<file path="config.mk">
export PLATFORM = sky130hd
export DESIGN_NAME = dfg_gate_top
export DESIGN_NICKNAME = d
export VERILOG_FILES = /design/src/core/dfg_pkg.sv /design/src/core/dfg_fair_if.sv /design/src/core/dfg_fair_fsm.sv /design/src/core/dfg_gate_top.sv
export SDC_FILE = /design/constraint.sdc
export NUM_CORES = 1
export LEC_CHECK = 0
export BUFFER_PORTS_ARGS = -buffer_cell sky130_fd_sc_hd__buf_2
export CAP_MARGIN = 20
export CELL_PAD_IN_SITES_DETAIL_PLACEMENT = 0
export CELL_PAD_IN_SITES_GLOBAL_PLACEMENT = 1
export CORE_MARGIN = 2
export CORE_UTILIZATION = 45
export CTS_CLUSTER_DIAMETER = 30
export CTS_CLUSTER_SIZE = 24
export DETAILED_ROUTE_END_ITERATION = 16
export GPL_TIMING_DRIVEN = 1
export HOLD_SLACK_MARGIN = 0.02
export PLACE_DENSITY_LB_ADDON = 0.1
export SYNTH_ARGS = -nofsm -noshare
export SYNTH_HDL_FRONTEND = slang
export SYNTH_SLANG_ARGS = --single-unit
</file>
<file path="constraint.sdc">
create_clock -name I_CLK -period 1.6 [get_ports I_CLK]
set_input_delay 0.08 -clock I_CLK [delete_from_list [all_inputs] [get_ports I_CLK]]
set_output_delay 0.08 -clock I_CLK [all_outputs]
set_load 0.01 [all_outputs]
</file>
<file path="src/core/dfg_pkg.sv">
// Shared constants, types and helpers of the fairness and terminal-count gate.
package dfg_pkg;

  localparam int unsigned NREQ          = 4;
  localparam int unsigned ADDR_W        = 16;
  localparam int unsigned CFG_W         = 8;
  localparam int unsigned FAIR_BIT      = 7;
  localparam logic [ADDR_W-1:0] EN_ADDR = 16'h02F7;
  localparam logic [NREQ-1:0] EN_RESET  = 4'h0;
  localparam logic [NREQ-1:0] REQ_NONE  = 4'h0;
  localparam logic [NREQ-1:0] REQ_ONE   = 4'h1;

  // Request slots: 0 receive_req_a, 1 receive_req_b, 2 transmit_req_a, 3 transmit_req_b.
  localparam int unsigned SLOT_RX_A = 0;
  localparam int unsigned SLOT_RX_B = 1;
  localparam int unsigned SLOT_TX_A = 2;
  localparam int unsigned SLOT_TX_B = 3;

  typedef enum logic [1:0] {
    FS_IDLE,
    FS_SERVE,
    FS_WAIT,
    FS_TEMP
  } dfg_fair_state_t;

  typedef struct packed {
    logic              chreset;
    logic [CFG_W-1:0]  option_cfg;
    logic              preempt;
    logic [NREQ-1:0]   ready;
    logic              io_read_strobe;
    logic              io_write_strobe;
    logic              port_a_select;
    logic              port_b_select;
    logic [ADDR_W-1:0] io_addr;
    logic [NREQ-1:0]   io_data;
    logic              tc;
    logic              line_err_a;
    logic              line_err_b;
    logic              flag_ack;
  } dfg_pins_t;

  // Rising edge of each bit of a vector against its previous sample.
  function automatic logic [NREQ-1:0] dfg_rise(input logic [NREQ-1:0] cur,
                                               input logic [NREQ-1:0] prev);
    dfg_rise = cur & ~prev;
  endfunction : dfg_rise

endpackage : dfg_pkg

</file>
<file path="src/core/dfg_fair_if.sv">
// Signals shared between the gate control and the four fairness machines.
`timescale 1ns/1ps
interface dfg_fair_if;
  import dfg_pkg::*;
  logic            chreset;
  logic            fair_en;
  logic            preempt;
  logic [NREQ-1:0] req;
  logic [NREQ-1:0] degate;

  modport ctrl (output chreset, output fair_en, output preempt, output req, input degate);
  modport fsm  (input chreset, input fair_en, input preempt, input req, output degate);
endinterface : dfg_fair_if

</file>
<file path="src/core/dfg_fair_fsm.sv">
// One fairness machine that degates its own request while others wait.
`timescale 1ns/1ps
module dfg_fair_fsm
  import dfg_pkg::*;
#(
  parameter int unsigned IDX = 0
) (
  input wire logic i_clk,
  input wire logic i_nrst,
  dfg_fair_if.fsm  bus
);

  localparam logic [NREQ-1:0] OWN_MASK = REQ_ONE << IDX;

  dfg_fair_state_t state_reg;
  dfg_fair_state_t state_next;
  logic            degate_reg;
  logic            degate_next;
  wire logic       own_req;
  wire logic       others_act;
  wire logic       hold_off;

  assign own_req    = |(bus.req & OWN_MASK);
  assign others_act = (|(bus.req & ~OWN_MASK)) | bus.preempt;
  assign hold_off   = bus.fair_en & others_act;

  always_comb begin
    state_next = state_reg;
    case (state_reg)
      FS_IDLE: begin
        if (own_req) begin
          state_next = FS_SERVE;
        end
      end
      FS_SERVE: begin
        if (!own_req) begin
          state_next = hold_off ? FS_WAIT : FS_IDLE;
        end
      end
      FS_WAIT: begin
        if (!bus.fair_en) begin
          state_next = FS_IDLE;
        end else if (!others_act) begin
          state_next = FS_TEMP;
        end
      end
      FS_TEMP: begin
        state_next = FS_IDLE;
      end
      default: begin
        state_next = FS_IDLE;
      end
    endcase
  end

  assign degate_next = bus.fair_en & ((state_next == FS_WAIT) | (state_next == FS_TEMP));

  always_ff @(posedge i_clk) begin
    if (!i_nrst || bus.chreset) begin
      state_reg  <= FS_IDLE;
      degate_reg <= 1'h0;
    end else begin
      state_reg  <= state_next;
      degate_reg <= degate_next;
    end
  end

  assign bus.degate[IDX] = degate_reg;
endmodule : dfg_fair_fsm

</file>
<file path="src/core/dfg_gate_top.sv">
// Fairness gating and terminal-count handling for four UART DMA requests.
//
// Overview of operation
// - Fairness acts only when configuration bit 7 set.
// - Four machines, each seeing the same seven inputs.
// - Request passes only if enabled and not degated.
// - Channel reset idles machines; idle drives no degate.
// - Own request moves idle to serving state.
// - Finish with others waiting: wait and degate.
// - Wait while others active, release through temp.
// - Finished channel barred until all others finish.
// - Terminal count decoded per channel by strobes, selects.
// - Decoded terminal count clears that channel's enable.
// - Terminal count raises interrupt and sets status flag.
// - Line status errors also drive the interrupt.
// - Write-only four-bit enable register at 2F7h.
// - Machines see active-high enable-gated ready signals.
`timescale 1ns/1ps
module dfg_gate_top
  import dfg_pkg::*;
(
  input  wire logic              I_CLK,
  input  wire logic              I_NRST,
  input  wire logic              I_CHRESET,
  input  wire logic [CFG_W-1:0]  I_OPTION_CFG,
  input  wire logic              I_PREEMPT,
  input  wire logic              I_UART_RECEIVE_READY_A,
  input  wire logic              I_UART_RECEIVE_READY_B,
  input  wire logic              I_UART_TRANSMIT_READY_A,
  input  wire logic              I_UART_TRANSMIT_READY_B,
  input  wire logic              I_IO_READ_STROBE,
  input  wire logic              I_IO_WRITE_STROBE,
  input  wire logic              I_PORT_A_SELECT,
  input  wire logic              I_PORT_B_SELECT,
  input  wire logic [ADDR_W-1:0] I_IO_ADDR,
  input  wire logic [NREQ-1:0]   I_IO_DATA,
  input  wire logic              I_TC,
  input  wire logic              I_LINE_ERR_A,
  input  wire logic              I_LINE_ERR_B,
  input  wire logic              I_TC_FLAG_ACK,
  output logic      [NREQ-1:0]   O_REQ_GATED,
  output logic      [NREQ-1:0]   O_WAIT_DEGATE,
  output logic      [NREQ-1:0]   O_REQ_ENABLE,
  output logic                   O_TC_FLAG,
  output logic                   O_SHARED_IRQ_LINE
);

  ////////////////////////////////////////////////////////////////////////////////
  // Two-stage synchroniser for every pin except clock and reset.

  dfg_pins_t       pins_raw;
  dfg_pins_t       pins_meta_reg;
  dfg_pins_t       pins_reg;
  logic            wr_prev_reg;
  logic [NREQ-1:0] tc_term_prev_reg;
  logic [NREQ-1:0] enable_reg;
  logic [NREQ-1:0] enable_next;
  logic            tc_flag_reg;
  logic            tc_flag_next;
  logic            irq_reg;
  logic            irq_next;
  logic [NREQ-1:0] req_gated_reg;
  logic [NREQ-1:0] req_gated_next;

  assign pins_raw.chreset         = I_CHRESET;
  assign pins_raw.option_cfg      = I_OPTION_CFG;
  assign pins_raw.preempt         = I_PREEMPT;
  assign pins_raw.ready[SLOT_RX_A] = I_UART_RECEIVE_READY_A;
  assign pins_raw.ready[SLOT_RX_B] = I_UART_RECEIVE_READY_B;
  assign pins_raw.ready[SLOT_TX_A] = I_UART_TRANSMIT_READY_A;
  assign pins_raw.ready[SLOT_TX_B] = I_UART_TRANSMIT_READY_B;
  assign pins_raw.io_read_strobe  = I_IO_READ_STROBE;
  assign pins_raw.io_write_strobe = I_IO_WRITE_STROBE;
  assign pins_raw.port_a_select   = I_PORT_A_SELECT;
  assign pins_raw.port_b_select   = I_PORT_B_SELECT;
  assign pins_raw.io_addr         = I_IO_ADDR;
  assign pins_raw.io_data         = I_IO_DATA;
  assign pins_raw.tc              = I_TC;
  assign pins_raw.line_err_a      = I_LINE_ERR_A;
  assign pins_raw.line_err_b      = I_LINE_ERR_B;
  assign pins_raw.flag_ack        = I_TC_FLAG_ACK;

  always_ff @(posedge I_CLK) begin
    if (!I_NRST) begin
      pins_meta_reg <= '0;
      pins_reg      <= '0;
    end else begin
      pins_meta_reg <= pins_raw;
      pins_reg      <= pins_meta_reg;
    end
  end

  ////////////////////////////////////////////////////////////////////////////////
  // Decoding of the enable write and the per-channel terminal count.

  wire logic            chreset;
  wire logic            fair_en;
  wire logic            wr_rise;
  wire logic            en_write_hit;
  wire logic [NREQ-1:0] tc_term;
  wire logic [NREQ-1:0] tc_pulse;
  wire logic            tc_any;
  wire logic            line_err;
  wire logic [NREQ-1:0] req_en;
  wire logic [NREQ-1:0] degate;

  assign chreset      = pins_reg.chreset;
  assign fair_en      = pins_reg.option_cfg[FAIR_BIT];
  assign wr_rise      = pins_reg.io_write_strobe & ~wr_prev_reg;
  assign en_write_hit = wr_rise & (pins_reg.io_addr == EN_ADDR);

  assign tc_term[SLOT_RX_A] = pins_reg.tc & pins_reg.io_read_strobe & pins_reg.port_a_select;
  assign tc_term[SLOT_RX_B] = pins_reg.tc & pins_reg.io_read_strobe & pins_reg.port_b_select;
  assign tc_term[SLOT_TX_A] = pins_reg.tc & pins_reg.io_write_strobe & pins_reg.port_a_select;
  assign tc_term[SLOT_TX_B] = pins_reg.tc & pins_reg.io_write_strobe & pins_reg.port_b_select;

  assign tc_pulse = dfg_rise(tc_term, tc_term_prev_reg);
  assign tc_any   = |tc_pulse;
  assign line_err = pins_reg.line_err_a | pins_reg.line_err_b;

  ////////////////////////////////////////////////////////////////////////////////
  // Enable register, status flag and shared interrupt.

  assign enable_next = chreset ? EN_RESET :
                       ((en_write_hit ? pins_reg.io_data : enable_reg) & ~tc_pulse);

  assign tc_flag_next = chreset                ? 1'h0 :
                        tc_any                 ? 1'h1 :
                        pins_reg.flag_ack      ? 1'h0 :
                        tc_flag_reg;

  assign irq_next = tc_flag_next | line_err;

  assign req_en         = pins_reg.ready & enable_reg;
  assign req_gated_next = req_en & ~degate;

  always_ff @(posedge I_CLK) begin
    if (!I_NRST) begin
      wr_prev_reg      <= 1'h0;
      tc_term_prev_reg <= REQ_NONE;
      enable_reg       <= EN_RESET;
      tc_flag_reg      <= 1'h0;
      irq_reg          <= 1'h0;
      req_gated_reg    <= REQ_NONE;
    end else begin
      wr_prev_reg      <= pins_reg.io_write_strobe;
      tc_term_prev_reg <= tc_term;
      enable_reg       <= enable_next;
      tc_flag_reg      <= tc_flag_next;
      irq_reg          <= irq_next;
      req_gated_reg    <= req_gated_next;
    end
  end

  ////////////////////////////////////////////////////////////////////////////////
  // Fairness machines.

  dfg_fair_if fair_bus ();

  assign fair_bus.chreset = chreset;
  assign fair_bus.fair_en = fair_en;
  assign fair_bus.preempt = pins_reg.preempt;
  assign fair_bus.req     = req_en;
  assign degate           = fair_bus.degate;

  genvar g;
  generate
    for (g = 0; g < NREQ; g++) begin : g_fair
      dfg_fair_fsm #(
        .IDX (g)
      ) u_fsm (
        .i_clk  (I_CLK),
        .i_nrst (I_NRST),
        .bus    (fair_bus.fsm)
      );
    end
  endgenerate

  assign O_REQ_GATED       = req_gated_reg;
  assign O_WAIT_DEGATE     = degate;
  assign O_REQ_ENABLE      = enable_reg;
  assign O_TC_FLAG         = tc_flag_reg;
  assign O_SHARED_IRQ_LINE = irq_reg;
endmodule : dfg_gate_top

</file>
-- After elaboration in Yosys (flattened, before gate mapping)
Cells that the tools add are included.
- register bits: 111
- output and inout bits: 14
- word-level logic and storage cells: 138
- input bits: 44
- bitwise logic cells: 35
- multiplexer cells: 28
- equal/unequal tests: 21
- reductions and logical operators: 12
- operators by type and width (kind ; number):
    2-bit 2-to-1 mux ; 20
    2-bit equality test, second input constant ; 16
    2-bit one-hot mux with 4 select lines ; 4
    1-bit bitwise AND ; 16
    4-bit bitwise AND ; 4
    16-bit by 10-bit equality test with 1-bit output, second input constant ; 1
    4-bit inverter ; 3
    3-bit OR reduction ; 4
    1-bit OR ; 10
    2-bit by 1-bit equality test with 1-bit output, second input constant ; 4
    2-bit logical NOT ; 4
    4-bit 2-to-1 mux ; 1
    4-bit OR reduction ; 1
    1-bit 2-to-1 mux ; 3
    1-bit inverter ; 2
    2-bit OR reduction ; 1
    1-bit logical NOT ; 1
    1-bit logical OR ; 1

-- Depth between registers and ports, before layout
- word-level depth: 10
- gate-level depth with buffers: 4
- gate-level depth less buffers: 4

-- Worst setup path after synthesis
Ideal clock, no wire load.
- path type: flip-flop to flip-flop
- start: reg enable_reg[1] (netlist: O_REQ_ENABLE[1])
- end: reg g_fair[2].u_fsm.degate_reg
- data arrival time: 974 ps
- cell stages (with the launch flop): 5
- library setup time: 121 ps
- period minus slack after synthesis: 1096 ps
- path buffers: 0
- required time: 1479 ps
- slack: 504 ps
- path through: dfxtp_1 > a221oi_2 > a221oi_1 > mux2i_1 > nor2_1
- word-level cells in the longest chain between the ends: 10
- elaborated cells on any way between the ends: 13
- those cells by class: eq/ne: 2; mux: 5; bitwise: 5; reduce/logical: 1
- ends and longest elaborated chain (element ; line ; text):
    from (decl) ; dfg_gate_top.sv:56 ; logic [NREQ-1:0] enable_reg;
    from (signal assigned) ; dfg_gate_top.sv:148 ; enable_reg <= enable_next;
    4-bit bitwise AND * ; dfg_gate_top.sv:134 ; assign req_en = pins_reg.ready & enable_reg;
    3-bit OR reduction * ; dfg_fair_fsm.sv:24 ; assign others_act = (|(bus.req & ~OWN_MASK)) | bus.preempt;
    1-bit OR * ; dfg_fair_fsm.sv:24 ;
    1-bit bitwise AND ; dfg_fair_fsm.sv:25 ; assign hold_off = bus.fair_en & others_act;
    2-bit 2-to-1 mux ; dfg_fair_fsm.sv:37 ; state_next = hold_off ? FS_WAIT : FS_IDLE;
    2-bit 2-to-1 mux ; dfg_fair_fsm.sv:36 ; if (!own_req) begin
    2-bit one-hot mux with 4 select lines * ; dfg_fair_fsm.sv:29 ; case (state_reg)
    2-bit equality test ; dfg_fair_fsm.sv:56 ; assign degate_next = bus.fair_en & ((state_next == FS_WAIT) | (state_next == FS_TEMP));
    1-bit OR * ; dfg_fair_fsm.sv:56 ;
    1-bit bitwise AND * ; dfg_fair_fsm.sv:56 ;
    to (signal assigned) ; dfg_fair_fsm.sv:64 ; degate_reg <= degate_next;
    to (decl) ; dfg_fair_fsm.sv:17 ; logic degate_reg;
Mark *: on every way between the ends. The rest lies on a longest branch, timed or not.
A chain may end at the register's enable or synchronous reset.

-- Worst setup path after layout
- start: reg enable_reg[0] (netlist: O_REQ_ENABLE[0])
- end: reg g_fair[1].u_fsm.degate_reg
- word-level cells in the longest chain between the ends: 10
- elaborated cells on any way between the ends: 13
- those cells by class: eq/ne: 2; mux: 5; bitwise: 5; reduce/logical: 1
- ends and longest elaborated chain (element ; line):
    4-bit bitwise AND * ; dfg_gate_top.sv:134
    3-bit OR reduction * ; dfg_fair_fsm.sv:24
    1-bit OR * ; dfg_fair_fsm.sv:24
    1-bit bitwise AND ; dfg_fair_fsm.sv:25
    2-bit 2-to-1 mux ; dfg_fair_fsm.sv:37
    2-bit 2-to-1 mux ; dfg_fair_fsm.sv:36
    2-bit one-hot mux with 4 select lines * ; dfg_fair_fsm.sv:29
    2-bit equality test ; dfg_fair_fsm.sv:56
    1-bit OR * ; dfg_fair_fsm.sv:56
    1-bit bitwise AND * ; dfg_fair_fsm.sv:56
    to (signal assigned) ; dfg_fair_fsm.sv:64
    to (decl) ; dfg_fair_fsm.sv:17
Marks and branches as above.

==> metrics.md <==
| Metric | Value |
|---|---|
| Status | completed |
| Largest net degree at the start of global routing | 42 |
| Number of rows created at floorplan | 29 |
| DR vias | ~2.0k |
| Maximum fanout encountered on the critical timing path | 6 |
| Sequential cell area in the final layout | roughly 1900 sq um |
| DIE HEIGHT | between 80 and 90 microns |
| Gate Count Post-Synth | about 270 |
| Fill cells | 600 |
| Post-CTS Setup Inserts | 0 |
| Clock-pin slew of the registers on the worst-case setup and hold paths | approximately 0.090 ns |
| Core Region | between 6000 and 7000 sq um |
| Post-DR wirelength/cell | 10.92 microns |
| Clock tree skew after final layout | around 0.0089 ns |
| Crit Path Category | reg2reg |
| Area used by multi-input combinational logic | about 980 sq um |
| Leakage | between 1.5 and 2 nW |
| Area of all placed cells without fillers | ~3800 sq um |
| Combined area of all synthesized cells | 2984 sq um |
| RSZ-0062 raised after global routing | false |
| Number of detailed-routing iterations run before antenna repair | 4 |
| Layout cells sized above 1 | around a fifth |
| Part of the cycle the worst path needs | 76.73% |
| Global placement routability congestion | 0.7384 |
| Setup slack after placement | 0.3773 ns |
| Total negative slack | 0 ns |
| Number of global-route vias before repair | between 1.5k and 2k |
| Average cell area after synthesis | roughly 11 sq um |
| Syn_nets | ~320 |
| Most frequently used flop master after synthesis | dfxtp_1 |
| Number of antenna violations at the first check in global routing | 0 |
| Overall power of the completed layout | between 4 and 5 mW |
| Worst Hold Class | in2reg |
| Crit path time final | ~1.2 ns |
| Data arrival time of the critical path | between 1 and 1.5 ns |
| H-tree Lvls | 3 |
| CTS tree | done |
| Final WL | 4783 microns |
| Maximum count of clock buffers along a single path | 2 |
| Maximum vdd drop | a little over 600 uV |
| Register area share after synthesis | roughly two thirds |
| Yosys warnings | 0 |
| Total Die Area | ~7300 sq um |
| Cell area after placement | around 3300 sq um |
| Asr flop ratio synth | 0% |
| Launching element type of the critical path | flop |
| Max Cap Viol | 0 |
| Effective utilization at floorplan | 46.73% |
| Headroom to the max-slew limit | around four fifths |
| Wire length of the first global-routing pass | a little over 8000 microns |
| Antenna cells | 0 |
| HPWL after DPL | about 3100 microns |
| Die outline width | 85.44 microns |
| Overall global routing resource usage | 14.53% |
| IO Pins | 58 |
| Data required time at the worst endpoint | 1.83 ns |
| Antenna violation net count after detailed routing | 0 |
| Final cell utilization of the core | between 50 and 60% |
| Total count of hold-check failures in the final report | 0 |
| Number of sinks handled by clock tree synthesis | 97 |
| Number of flip-flops under the largest register name | 35 |
| Clk root buf | clkbuf_8 |
| Final-report max-slew violation count | 0 |
| CTS Buf Count | 9 |
| Transition time of the tightest slew-check pin | 0.3186 ns |
| Total congestion overflow after global routing | 0 |
| Upper clock frequency limit | between 800 and 900 MHz |
| First DRT Iteration DRCs | 38 |
| Type of destination of the critical path | flop |
| Count of flip-flops with a built-in enable after synthesis | 0 |
| Remaining DRCs | 0 |
| Final net count | ~400 |
| Netlist cell types | 25 |
| Final setup violation count | 0 |
| Total of flip-flops plus latches after synthesis | 97 |
| Total power density per cell area | between 1000 and 1500 nW/um^2 |
| Number of port buffers | 50 |
| Area growth syn-to-layout | 27.55% |
| Worst skew pair latency | between 0.3 and 0.4 ns |
| DR vias/cell | 4.507 |
| Worst setup slack after layout | 0.3724 ns |
[metrics by stage]
stage	hold slack, ns	cells
floorplan	0.2073	271
global placement	0.2858	388
detailed placement	0.2881	388
CTS	0.02599	438
global route	0.04333	438
finish	0.03525	438
[worst paths after layout]
kind	to	startpoint	cells after the start	slack (ns)
setup / recovery	g_fair[1].u_fsm.degate_reg	O_REQ_ENABLE[0]	4	0.37
hold / removal	tc_term_prev_reg[3]	I_NRST	3	0.04
setup reg to reg	g_fair[1].u_fsm.degate_reg	O_REQ_ENABLE[0]	4	0.37
hold reg to reg	O_REQ_GATED[1]	g_fair[1].u_fsm.degate_reg	1	0.41
[synthesized netlist by cell type, types with 2 or more instances]
cell type | number | area (sq um)
nor3b_1 | 4 | 30.03
buf_4 | 4 | 30.03
nand4b_1 | 3 | 26.28
nand2b_1 | 5 | 31.28
nand3_1 | 6 | 30.03
and4b_1 | 2 | 20.02
mux2i_1 | 3 | 30.03
a21oi_1 | 11 | 55.05
a221oi_1 | 3 | 26.28
and2_1 | 73 | 456.7
nand2_1 | 12 | 45.04
clkbuf_1 | 7 | 26.28
o21ai_0 | 7 | 35.03
a31oi_1 | 4 | 25.02
nor2_1 | 20 | 75.07
a221oi_2 | 2 | 30.03
dfxtp_1 | 97 | 1942
[layer usage]
metal / up-vias / track usage (%) / part of all wire (%)
met5: - / 0 / 0
met1: 868 / 16.90 / 46
met4: 0 / 6.926 / 1.7
li1: 1057 / - / -
met2: 40 / 24.01 / 46
met3: 9 / 4.961 / 5.6
[what timing repair did]
item,4_1_cts,5_1_grt
endpoints found under the hold margin,35,0
resized for setup,0,0
hold buffers,35,0
[cell type report]
cell class              count  share of cell area [%]
repair buffers             87                   16.17
flip-flops and latches     97                   51.02
well taps                  77                   2.531
clock inverters             4                  0.7890
clock buffers              11                   3.715
multi-input cells         162                   25.77
[where the power goes]
part,total (mW),switching (mW),internal [mW]
combinational,0.215,0.0731,0.142
clock,1.37,0.769,0.602
sequential,2.52,0.0261,2.50
total,4.11,0.869,3.24
[cell usage in the layout, fill, tap and decap left out, types with 3 or more instances in the layout]
cell and instances:
clkbuf_8 10, buf_2 50, o21ai_0 7, a221oi_1 3, mux2i_1 3, a31oi_1 4, nand2b_1 5, nand3_1 6
dlygate4sd3_1 35, nand4b_1 3, nor3b_1 4, nor2_1 20, a21oi_1 11, nand2_1 12, dfxtp_1 97, and2_1 73
[critical path, stage by stage (launching register included)]
cell and delay, ns:
dfxtp_1 0.37, a221oi_2 0.37, a221oi_1 0.13, mux2i_1 0.19, nor2_1 0.06
[cell families (layout without fill, tap and decap cells)]
| logic type | after synthesis | after routing | synth area share, % |
|---|---|---|---|
| AND/OR/NAND/NOR | 131 | 131 | 25.95 |
| flip-flops | 97 | 97 | 65.07 |
| AO/OA/AOI/OAI | 28 | 28 | 5.912 |
| buffers and inverters | 12 | 102 | 2.055 |
| multiplexers | 3 | 3 | 1.006 |
Power figures use the tool's default switching activity.
